[src/verilog/sar_map.vh]
`ifndef SAR_MAP_VH
`define SAR_MAP_VH

// Result word and sample widths
`define SAR_RES_W        10
`define SAR_IN_W         12
`define SAR_TAG_W        2

// Output code limits
`define SAR_CODE_ZERO    10'h000
`define SAR_CODE_FULL    10'h3FF

// Rising-edge positions of the command bits after the start bit
`define SAR_CNT_W        4
`define SAR_CNT_CLR      4'h0
`define SAR_CNT_MODE     4'h0
`define SAR_CNT_SIGN     4'h1
`define SAR_CNT_ORDER    4'h2

// Falling-edge positions of the last bit of each output phase
`define SAR_CNT_MSB_LAST 4'h9
`define SAR_CNT_LSB_LAST 4'h8
`define SAR_CNT_ONE      4'h1

// Result buffer size
`define SAR_FIFO_DEPTH   32
`define SAR_FIFO_AW      5

`endif

[src/verilog/sar_fifo.v]
// Result buffer with registered show-ahead output
module sar_fifo #(
   parameter W     = 12,
   parameter DEPTH = 32,
   parameter AW    = 5
) (
   input  wire         mclk_i,
   input  wire         rst_i,
   input  wire [W-1:0] in_data_i,
   input  wire         in_valid_i,
   output wire         in_ready_o,
   output reg  [W-1:0] out_data_o,
   output reg          out_valid_o,
   input  wire         out_ready_i
);

   reg [W-1:0]  mem [0:DEPTH-1];
   reg [AW-1:0] wr_ptr;
   reg [AW-1:0] rd_ptr;
   reg [AW:0]   count;

   wire          push = in_valid_i & in_ready_o;
   wire          pop  = out_valid_o & out_ready_i;
   wire [AW-1:0] next_rd_ptr = rd_ptr + {{(AW-1){1'b0}}, pop};
   wire [AW:0]   next_count  = count + {{AW{1'b0}}, push} - {{AW{1'b0}}, pop};
   wire [31:0]   depth_w     = DEPTH;

   // Full when every entry holds a word
   assign in_ready_o = ({{(31-AW){1'b0}}, count} != depth_w);

   // Storage write
   always @(posedge mclk_i)
   begin
      if (push)
      begin
         mem[wr_ptr] <= in_data_i;
      end
   end

   // Pointers, fill level and the registered head word
   always @(posedge mclk_i or posedge rst_i)
   begin
      if (rst_i)
      begin
         wr_ptr      <= {AW{1'b0}};
         rd_ptr      <= {AW{1'b0}};
         count       <= {(AW+1){1'b0}};
         out_valid_o <= 1'b0;
         out_data_o  <= {W{1'b0}};
      end
      else
      begin
         if (push)
         begin
            wr_ptr <= wr_ptr + {{(AW-1){1'b0}}, 1'b1};
         end
         rd_ptr      <= next_rd_ptr;
         count       <= next_count;
         out_valid_o <= (next_count != {(AW+1){1'b0}});
         // Bypass a word written into the slot that becomes the head
         if (push && (wr_ptr == next_rd_ptr))
            out_data_o <= in_data_i;
         else
            out_data_o <= mem[next_rd_ptr];
      end
   end

endmodule // sar_fifo

[src/verilog/sar_serial_core.v]
`include "sar_map.vh"

// Functional notes
// - A transaction starts only after select_n_shutdown falls low.
// - Select high aborts any conversion and enters standby.
// - While select is low, serial output changes only on serial clock falling edges; select high forces it low.
// - Sample switch closes at second rise after start, for 1.5 clocks.
// - Held sample resolves to a 10-bit result, one bit per clock.
// - Host serial clock alone starts conversion and shifts results.
// - Channel configuration from the command applies to the conversion in the same frame.
// - Two single-ended inputs or one pseudo-differential pair.
// - Pseudo-differential with positive at or below negative gives 000h.
// - Pseudo-differential difference at full scale saturates at 3FFh.
// - Code is 1024 times input over supply; inputs arrive in LSB units.
// - Link is serial clock, serial in, serial out, framed by select.
// - First rise with select low and serial in high is start bit; a full result buffer refuses it.
// - Command bits after start: input_mode_bit, polarity bit, first_order_bit.
// - Null low bit on first_order_bit fall, then 10 bits MSB first.
// - Order high gives zeros after MSB word; low repeats LSB first, then zeros.
module sar_serial_core #(
   parameter IN_W       = `SAR_IN_W,
   parameter FIFO_DEPTH = `SAR_FIFO_DEPTH,
   parameter FIFO_AW    = `SAR_FIFO_AW
) (
   input  wire                             mclk_i,
   input  wire                             rst_i,
   input  wire                             select_n_shutdown_i,
   input  wire                             sclk_i,
   input  wire                             serial_in_i,
   output reg                              serial_out_o,
   output reg                              serial_out_oe_o,
   input  wire [IN_W-1:0]                  analog_input_a_i,
   input  wire [IN_W-1:0]                  analog_input_b_i,
   output reg                              sample_switch_o,
   output reg                              standby_o,
   output wire [`SAR_TAG_W+`SAR_RES_W-1:0] result_data_o,
   output wire                             result_valid_o,
   input  wire                             result_ready_i
);

   localparam RW = `SAR_RES_W;
   localparam DW = `SAR_TAG_W + `SAR_RES_W;

   // One-hot transaction states
   localparam [6:0] ST_STANDBY = 7'h01;
   localparam [6:0] ST_HUNT    = 7'h02;
   localparam [6:0] ST_CMD     = 7'h04;
   localparam [6:0] ST_SAMPLE  = 7'h08;
   localparam [6:0] ST_MSB     = 7'h10;
   localparam [6:0] ST_LSB     = 7'h20;
   localparam [6:0] ST_ZERO    = 7'h40;

   reg [6:0]            state;
   reg [`SAR_CNT_W-1:0] bit_cnt;
   reg                  sclk_q;
   reg                  select_q;
   reg                  input_mode_bit;
   reg                  channel_polarity_bit;
   reg                  first_order_bit;
   reg [RW-1:0]         result;
   reg [RW-1:0]         shift_word;
   reg [DW-1:0]         push_data;
   reg                  push_valid;
   wire                 push_ready;
   reg [RW-1:0]         next_code;
   reg                  next_serial_bit;

   // Host serial clock and select edges seen on the system clock
   wire sclk_rise = sclk_i & ~sclk_q;
   wire sclk_fall = ~sclk_i & sclk_q;
   wire select_fall = select_q & ~select_n_shutdown_i;

   // A start bit has been taken and the frame is under way
   wire frame_open = ~state[0] & ~state[1];

   // Ideal converter: inputs already scaled to 1024 * Vin / Vdd
   function [RW-1:0] sar_code;
      input            mode;
      input            polarity;
      input [IN_W-1:0] in_a;
      input [IN_W-1:0] in_b;
      reg   [IN_W-1:0] pos;
      reg   [IN_W-1:0] neg;
      reg   [IN_W-1:0] diff;
      reg   [IN_W-1:0] full;
      begin
         pos  = polarity ? in_b : in_a;
         neg  = polarity ? in_a : in_b;
         full = {{(IN_W-RW){1'b0}}, `SAR_CODE_FULL};
         diff = pos - neg;
         sar_code = `SAR_CODE_ZERO;
         if (mode)
         begin
            // Single-ended against ground, channel chosen by polarity bit
            if (pos >= full)
               sar_code = `SAR_CODE_FULL;
            else
               sar_code = pos[RW-1:0];
         end
         else if (pos <= neg)
         begin
            sar_code = `SAR_CODE_ZERO;
         end
         else if (diff >= full)
         begin
            sar_code = `SAR_CODE_FULL;
         end
         else
         begin
            sar_code = diff[RW-1:0];
         end
      end
   endfunction

   // Code of the held sample under the captured command
   always @*
   begin
      next_code = sar_code(input_mode_bit, channel_polarity_bit,
                           analog_input_a_i, analog_input_b_i);
   end

   // Bit for the line at the next serial clock fall
   always @*
   begin
      next_serial_bit = 1'b0;
      case (state)
         ST_MSB:
         begin
            next_serial_bit = shift_word[RW-1];
         end
         ST_LSB:
         begin
            next_serial_bit = result[bit_cnt + `SAR_CNT_ONE];
         end
         default:
         begin
            // Null bit after the order bit, then trailing zeros
            next_serial_bit = 1'b0;
         end
      endcase
   end

   // Serial output pin and its driver enable
   always @(posedge mclk_i or posedge rst_i)
   begin
      if (rst_i)
      begin
         serial_out_o    <= 1'b0;
         serial_out_oe_o <= 1'b0;
      end
      else if (select_n_shutdown_i)
      begin
         // Released while select is high
         serial_out_o    <= 1'b0;
         serial_out_oe_o <= 1'b0;
      end
      else if (sclk_fall && frame_open)
      begin
         serial_out_o    <= next_serial_bit;
         serial_out_oe_o <= 1'b1;
      end
   end

   // Sample switch: closes on the polarity-bit rise, opens on the order-bit fall
   always @(posedge mclk_i or posedge rst_i)
   begin
      if (rst_i)
      begin
         sample_switch_o <= 1'b0;
      end
      else if (select_n_shutdown_i)
      begin
         sample_switch_o <= 1'b0;
      end
      else if (sclk_rise && (state == ST_CMD) && (bit_cnt == `SAR_CNT_SIGN))
      begin
         sample_switch_o <= 1'b1;
      end
      else if (sclk_fall && (state == ST_SAMPLE))
      begin
         sample_switch_o <= 1'b0;
      end
   end

   // Edge history of the serial clock and select
   always @(posedge mclk_i or posedge rst_i)
   begin
      if (rst_i)
      begin
         sclk_q    <= 1'b0;
         select_q  <= 1'b0;
         standby_o <= 1'b1;
      end
      else
      begin
         sclk_q    <= sclk_i;
         select_q  <= select_n_shutdown_i;
         standby_o <= select_n_shutdown_i;
      end
   end

   // Transaction sequencer
   always @(posedge mclk_i or posedge rst_i)
   begin
      if (rst_i)
      begin
         state                <= ST_STANDBY;
         bit_cnt              <= `SAR_CNT_CLR;
         input_mode_bit       <= 1'b0;
         channel_polarity_bit <= 1'b0;
         first_order_bit      <= 1'b0;
         result               <= `SAR_CODE_ZERO;
         shift_word           <= `SAR_CODE_ZERO;
         push_valid           <= 1'b0;
         push_data            <= {DW{1'b0}};
      end
      else if (select_n_shutdown_i)
      begin
         // Select high: abort and forget the command
         state                <= ST_STANDBY;
         bit_cnt              <= `SAR_CNT_CLR;
         input_mode_bit       <= 1'b0;
         channel_polarity_bit <= 1'b0;
         first_order_bit      <= 1'b0;
         push_valid           <= 1'b0;
      end
      else
      begin
         push_valid <= 1'b0;
         case (state)
            ST_STANDBY:
            begin
               // Only a fresh falling select opens a transaction
               if (select_fall)
               begin
                  state <= ST_HUNT;
               end
            end
            ST_HUNT:
            begin
               // Leading zeros are skipped; a full buffer refuses the start
               if (sclk_rise && serial_in_i && push_ready)
               begin
                  state   <= ST_CMD;
                  bit_cnt <= `SAR_CNT_CLR;
               end
            end
            ST_CMD:
            begin
               if (sclk_rise)
               begin
                  bit_cnt <= bit_cnt + `SAR_CNT_ONE;
                  if (bit_cnt == `SAR_CNT_MODE)
                  begin
                     input_mode_bit <= serial_in_i;
                  end
                  else if (bit_cnt == `SAR_CNT_SIGN)
                  begin
                     channel_polarity_bit <= serial_in_i;
                  end
                  else
                  begin
                     first_order_bit <= serial_in_i;
                     state           <= ST_SAMPLE;
                  end
               end
            end
            ST_SAMPLE:
            begin
               // Sample is held on the order-bit fall and its code latched
               if (sclk_fall)
               begin
                  result     <= next_code;
                  shift_word <= next_code;
                  push_data  <= {input_mode_bit, channel_polarity_bit, next_code};
                  push_valid <= 1'b1;
                  bit_cnt    <= `SAR_CNT_CLR;
                  state      <= ST_MSB;
               end
            end
            ST_MSB:
            begin
               // Ten result bits, most significant first
               if (sclk_fall)
               begin
                  shift_word <= {shift_word[RW-2:0], 1'b0};
                  if (bit_cnt == `SAR_CNT_MSB_LAST)
                  begin
                     bit_cnt <= `SAR_CNT_CLR;
                     state   <= first_order_bit ? ST_ZERO : ST_LSB;
                  end
                  else
                  begin
                     bit_cnt <= bit_cnt + `SAR_CNT_ONE;
                  end
               end
            end
            ST_LSB:
            begin
               // Bit 0 was shared with the MSB word; continue from bit 1
               if (sclk_fall)
               begin
                  if (bit_cnt == `SAR_CNT_LSB_LAST)
                  begin
                     state <= ST_ZERO;
                  end
                  else
                  begin
                     bit_cnt <= bit_cnt + `SAR_CNT_ONE;
                  end
               end
            end
            ST_ZERO:
            begin
               // Zeros for as long as clocks keep coming, until select rises
               state <= ST_ZERO;
            end
            default:
            begin
               state <= ST_STANDBY;
            end
         endcase
      end
   end

   // Completed results wait here for the user side
   sar_fifo #(
      .W     (DW),
      .DEPTH (FIFO_DEPTH),
      .AW    (FIFO_AW)
   ) u_result_fifo (
      .mclk_i      (mclk_i),
      .rst_i       (rst_i),
      .in_data_i   (push_data),
      .in_valid_i  (push_valid),
      .in_ready_o  (push_ready),
      .out_data_o  (result_data_o),
      .out_valid_o (result_valid_o),
      .out_ready_i (result_ready_i)
   );

endmodule // sar_serial_core

[config.mk]
export PLATFORM = sky130hd
export DESIGN_NAME = sar_serial_core
export DESIGN_NICKNAME = d
export VERILOG_FILES = /design/src/verilog/sar_fifo.v /design/src/verilog/sar_serial_core.v
export VERILOG_INCLUDE_DIRS = /design/src /design/src/verilog
export SDC_FILE = /design/constraint.sdc
export NUM_CORES = 1
export LEC_CHECK = 0
export BUFFER_PORTS_ARGS = -buffer_cell sky130_fd_sc_hd__buf_4
export CAP_MARGIN = 10
export CORE_UTILIZATION = 35
export DETAILED_ROUTE_END_ITERATION = 6
export PLACE_DENSITY = 0.48
export SLEW_MARGIN = 5
export SYNTH_ARGS = -nofsm -noshare
export SYNTH_HDL_FRONTEND = slang
export SYNTH_SLANG_ARGS = --single-unit
[constraint.sdc]
create_clock -name mclk_i -period 6.6 [get_ports mclk_i]
set_input_delay 0.99 -clock mclk_i [delete_from_list [all_inputs] [get_ports mclk_i]]
set_output_delay 0.99 -clock mclk_i [all_outputs]
set_load 0.02 [all_outputs]
Yosys cells after proc, flatten, opt, wreduce, memory -nomap -nowiden
Memory sizes are Yosys's and may differ from the RTL's. A register that Yosys moved wholly into a read port is not among the register bits.
Index checks and enable logic that the tools add are counted.
{ "word_totals": {"reg_bits": 70, "ramBits": 384, "in_bits": 30, "out_inout_bits": 17, "word_cells": 150, "memories": 1} }
{ "mem_list": {"columns": ["name", "words", "word_bits", "rd", "rd_clocked_by_memory_dff", "wr", "line", "text"], "rows": [
  ["u_result_fifo.mem", 32, 12, 1, 1, 1, "sar_fifo.v:17", "reg [W-1:0] mem [0:DEPTH-1];"]
]} }
{ "classes": {"addsub": 6, "magnitude_cmp": 4, "n_eq_ne": 26, "n_mux": 60, "n_bitwise": 11, "n_reduce_logical": 23} }
{ "op_table": {"columns": ["cell", "count"], "rows": [
  ["two-way mux 7 bit", 12],
  ["two-way mux 10 bit", 6],
  ["case mux 7 bit (7 select lines)", 1],
  ["!= test 3 bit, second input constant", 11],
  ["two-way mux 4 bit", 8],
  ["two-way mux 1 bit", 27],
  [">= comparator 12 x 10 -> 1 bit, second input constant", 2],
  ["two-way mux 12 bit", 2],
  ["case mux 10 bit (2 select lines)", 1],
  ["case mux 4 bit (5 select lines)", 1],
  ["less-or-equal comparator 12 bit", 1],
  ["AND reduction 4 bit", 3],
  ["nonzero test 2 bit", 6],
  ["nonzero test 6 bit", 2],
  ["subtractor 12 bit", 1],
  ["AND reduction 10 bit", 1],
  ["equality test 4 bit, second input constant", 2],
  ["!= test 2 bit, second input constant", 4],
  ["equality test 7 x 1 -> 1 bit, second input constant", 1],
  ["equality test 7 x 2 -> 1 bit, second input constant", 1],
  ["equality test 7 x 3 -> 1 bit, second input constant", 1],
  ["equality test 7 x 4 -> 1 bit, second input constant", 1],
  ["equality test 7 x 5 -> 1 bit, second input constant", 1],
  ["equality test 7 x 6 -> 1 bit, second input constant", 1],
  ["other kinds (18)", 33]
]} }

Logic depth before layout (Yosys ltp)
{ "depth": {"ltp_word": 8, "depth_mapped": 14, "ltp_nobuf": 13} }

By module
From an unflattened synthesis, not the netlist that was laid out.
{ "hier_totals": {"cells_unflattened": 1312, "hier_area_um2": 19626.3} }
{ "modules_own_cells": {"columns": ["module", "n_inst", "cells_each", "area_per_inst_um2", "seq_area_each_um2"], "rows": [
  ["sar_fifo", 1, 949, 16335.7, 12256.8],
  ["sar_serial_core", 1, 363, 3290.7, 1078.5]
]} }

Worst setup path after synthesis
No wires, ideal clock.
{ "synth_path": {"path_kind": "reg-to-reg", "startpoint": "reg channel_polarity_bit", "endpoint": "reg result[8]", "setup_time_ps": 130, "arrival_ps": 3513, "required_time_ps": 6470, "path_slack_ps": 2957, "stages_incl_launch_ff": 13, "n_path_buf": 3, "synth_period_minus_slack_ps": 3643, "cell_sequence": "dfrtp_1 > buf_2 > buf_1 > clkbuf_1 > mux2i_1 > fa_1 > a21o_1 > a221o_1 > a31oi_1 > xnor2_2 > inv_1 > o41ai_2 > nor2_1"} }
{ "synth_via": {"elab_chain_len": 6, "elab_cells_between_ends": 10, "cone_classes": "1 x add/sub; 3 x order compare; 6 x mux"} }
{ "synth_lines": {"columns": ["item", "line", "text"], "rows": [
  ["start: declaration", "sar_serial_core.v:58", "reg channel_polarity_bit;"],
  ["start signal: assignment", "sar_serial_core.v:259", "channel_polarity_bit <= serial_in_i;"],
  ["two-way mux 12 bit (on tied branches)", "sar_serial_core.v:87, sar_serial_core.v:88", null],
  ["subtractor 12 bit", "sar_serial_core.v:90", "diff = pos - neg;"],
  [">= comparator 12 x 10 -> 1 bit", "sar_serial_core.v:104", "else if (diff >= full)"],
  ["two-way mux 10 bit", "sar_serial_core.v:104", null],
  ["two-way mux 10 bit", "sar_serial_core.v:100", "else if (pos <= neg)"],
  ["two-way mux 10 bit *", "sar_serial_core.v:92", "if (mode)"],
  ["end signal: assignment", "sar_serial_core.v:212", "result <= `SAR_CODE_ZERO;"],
  ["end signal: assignment", "sar_serial_core.v:273", "result <= next_code;"],
  ["end: declaration", "sar_serial_core.v:60", "reg [RW-1:0] result;"]
]} }
Mark *: on every way between the ends. The rest lies on a longest branch, timed or not.
A chain may end at the register's enable or synchronous reset.

Worst setup path after layout
Ends and elaborated chain as after synthesis.

==> reports/results.tsv <==
stage	metric	value	unit
global_routing	largest net degree at the start of global routing	73	
setup_path	Startpoint Class	flip-flop	
logic_synthesis	number of synthesized flops with an enable pin	384	
outcome	status	complete, no violations	
finish	# nets final	1369	
logic_synthesis	syn_area_per_cell	16.0	um^2
clocking	setup repair bufs after CTS	0	
global_routing	gr usage total	17.3	%
setup_path	reg2reg end	result[8]	
finish	synth-to-layout area growth	15.9	%
global_routing	GR Overflow Total	0	
clocking	CTS max path bufs	3	
global_routing	met2 Use GR	27.2	%
finish	most frequent cells in the layout	edfxtp_1, nand2_1, buf_4	
die	Die H	238	um
die	Initial Util	35.4	%
finish	multi-input combinational cell area	5750	um^2
finish	FF/Latch Area	13300	um^2
finish	most common cell after layout, fill and taps aside	edfxtp_1	
drt	wire per inst	22.5	um
setup_path	Worst R2R Path Depth	12	
clocking	cts repair resizes	0	
clocking	CTS Sinks	456	
global_routing	GR Layer Usage met3	2.74	%
placed_design	Buffers on Ports	46	
timing	Final TNS setup	0	ps
setup_path	reg-to-reg slack, setup	3010	ps
hold_path	hold path depth	1	
timing	Setup-failing EPs final	0	
clocking	CTS Buf Count	49	
clocking	CTS Root Cell	clkbuf_16	
finish	fillcell total	4996	
power_and_ir_drop	PD cells	392	nW/um^2
clocking	Clk pin slew, worst setup/hold paths	60	ps
placed_design	dpl ws	2440	ps
timing	Tcrit/Tclk final	54.4	%
setup_path	critical path type	flip-flop to flip-flop	
timing	RSZ-0062 raised after global routing	no	
logic_synthesis	prevailing post-synth register cell	edfxtp_1	
hold_path	Worst Hold End	state[5]	
global_routing	vias in the first global route	11300	
timing	Hold Violations, Final	0	
drt	TritonRoute pass-1 iters	5	
setup_path	critical-path maximum fanout	30	
timing	Worst slew margin	32.1	%
timing	Final min period	3590	ps
drt	DRT iter0 DRCs	733	
timing	final hold slack	499	ps
drt	drc violations	0	
logic_synthesis	synthesized instance count	1216	
placed_design	HPWL Detailed	28800	um
timing	post-route setup slack	3010	ps
logic_synthesis	sequential area share after synthesis	68.6	%
timing	Worst Skew	11.2	ps
logic_synthesis	library cells used by synthesis	74	
finish	fraction of layout cells with a size suffix above 1	23.2	%
finish	post-route cell area	22500	um^2
clocking	CTS tree	built	
die	core area	55000	um^2
die	Die Wd	238	um
setup_path	Worst Setup End Kind	flip-flop	
hold_path	worst hold start	first_order_bit	
global_routing	grt peak-use layer	met2	
logic_synthesis	Warnings, synthesis	0	
setup_path	Critical Path RT	7060	ps
job	Max Cap Viol	0	
placed_design	GPL Wtd Cong	0.770	
timing	fin. max-slew vios	0	
global_routing	global-route wire length before repair	72800	um
logic_synthesis	Post-Syn Nets	1276	
clocking	H-tree depth	2	
drt	via count	10700	
finish	n_diodes	0	
global_routing	initial antenna violation count	0	
clocking	Worst-Skew Late Latency	590	ps
drt	final wirelength	47300	um
logic_synthesis	Synth async-reset ratio	15.8	%
die	DIE AREA	56500	um^2
placed_design	DP Area	20900	um^2
power_and_ir_drop	total power	8.82	mW
setup_path	Reg-to-Reg Start	channel_polarity_bit	
logic_synthesis	synthesis-stage register bit count	456	
timing	Max Freq	278	MHz
hold_path	Hold Path Class	flip-flop to flip-flop	
power_and_ir_drop	Pleak	7.41	nW
drt	DR vias/cell	5.12	
logic_synthesis	Synth Cell Area	19400	um^2
die	row count	86	
die	I/O pin cnt	47	
global_routing	M1 GR Usage	24.9	%
drt	Routed Antenna Nets	0	
power_and_ir_drop	worst vdd ir	217	uV
clocking	# hold bufs at CTS	0	
timing	worst slew pin tran	1020	ps
setup_path	Arr. time, crit path	4050	ps
==> layer usage <==
metal | up-vias | share of wire [%] | wire length, um
met1 | 5555 | 48 | 22500
met3 | 59 | 3.8 | 1780
met5 | - | 0 | 0
met2 | 215 | 46 | 22000
li1 | 4903 | - | -
met4 | 0 | 2.1 | 991
==> worst max-delay path, cell delays in order (launching register included) <==
cell     delay, ps
dfrtp_1        320
buf_4          340
mux2i_1        290
ha_1           200
inv_1           60
fa_1           460
a21o_1         200
a221o_1        380
a31oi_1        290
xnor2_2        240
inv_1          180
o41ai_2        410
nor2_1          90
==> where the power goes <==
group          internal (mW)  switching [mW]
Combinational           1.12            1.67
Sequential              3.21          0.0671
Clock                   1.63            1.12
==> cell usage after synthesis, drive strengths merged (3+ instances only) <==
cell / n / area share (%)
edfxtp: 384 / 59
nand2: 133 / 2.6
mux4: 98 / 11
nor2: 91 / 1.8
dfrtp: 70 / 9.0
nand3: 35 / 0.90
a21oi: 34 / 0.95
buf: 33 / 0.95
o21ai: 33 / 0.85
clkbuf: 28 / 0.55
ha: 28 / 1.8
inv: 24 / 0.46
xnor2: 18 / 0.85
a31oi: 16 / 0.51
and3: 16 / 0.51
mux2i: 15 / 0.77
mux2: 14 / 0.81
a311oi: 13 / 0.59
or3: 12 / 0.39
xor2: 11 / 0.57
nand2b: 9 / 0.29
nand4: 9 / 0.29
a21o: 7 / 0.27
nor2b: 7 / 0.23
o22ai: 7 / 0.23
or2: 7 / 0.23
nor3: 6 / 0.15
o31ai: 6 / 0.23
nand3b: 5 / 0.19
nor4: 4 / 0.16
o211ai: 4 / 0.15
and2: 3 / 0.097
o32ai: 3 / 0.14
o41ai: 3 / 0.17
==> kinds of logic (layout without fill, tap and decap cells) <==
logic type               Yosys count  in the layout  share of synthesized area (%)
flip-flops                       456            456                           68.6
XOR/XNOR                          29             29                           1.42
AND/OR/NAND/NOR                  348            348                           8.27
adder cells (fa/ha/maj)           30             30                           2.01
buffers and inverters             85            218                           1.96
multiplexers                     127            127                           12.9
AO/OA/AOI/OAI                    141            141                           4.79
==> state kept, by name, summed over array words and instances (netlist names), 3 cells and up <==
signal,count
bit_cnt,4
push_data,3
result,9
shift_word,10
state,7
u_result_fifo.count,6
u_result_fifo.mem,384
u_result_fifo.out_data_o,12
u_result_fifo.rd_ptr,5
u_result_fifo.wr_ptr,5
==> worst max path at each step <==
stage / startpoint / end / depth (start not counted)
after global routing: channel_polarity_bit / result[0] / 10
after CTS: channel_polarity_bit / result[8] / 12
after floorplan: channel_polarity_bit / result[8] / 12
after global placement: result_ready_i / u_result_fifo.out_data_o[9] / 10
after detailed placement: result_ready_i / u_result_fifo.out_data_o[2] / 11
final: channel_polarity_bit / result[8] / 12
==> area by class of cell <==
cell class / instances / share of cell area, %
sequential: 456 / 59.2
inverter: 24 / 0.406
clock buffer: 73 / 6.43
multi-input combinational: 675 / 25.5
tap: 748 / 4.16
clock inverter: 18 / 0.772
timing repair buffer: 103 / 3.49
==> through the flow <==
| step | utilization [%] | cells |
|---|---|---|
| 6_report | 41.0 | 2097 |
| 5_1_grt | 41.0 | 2097 |
| 4_1_cts | 41.0 | 2097 |
| 3_5_place_dp | 38.0 | 2006 |
| 3_3_place_gp | 38.0 | 2006 |
| 2_1_floorplan | - | 1216 |
(Power assumes the default switching activity.)
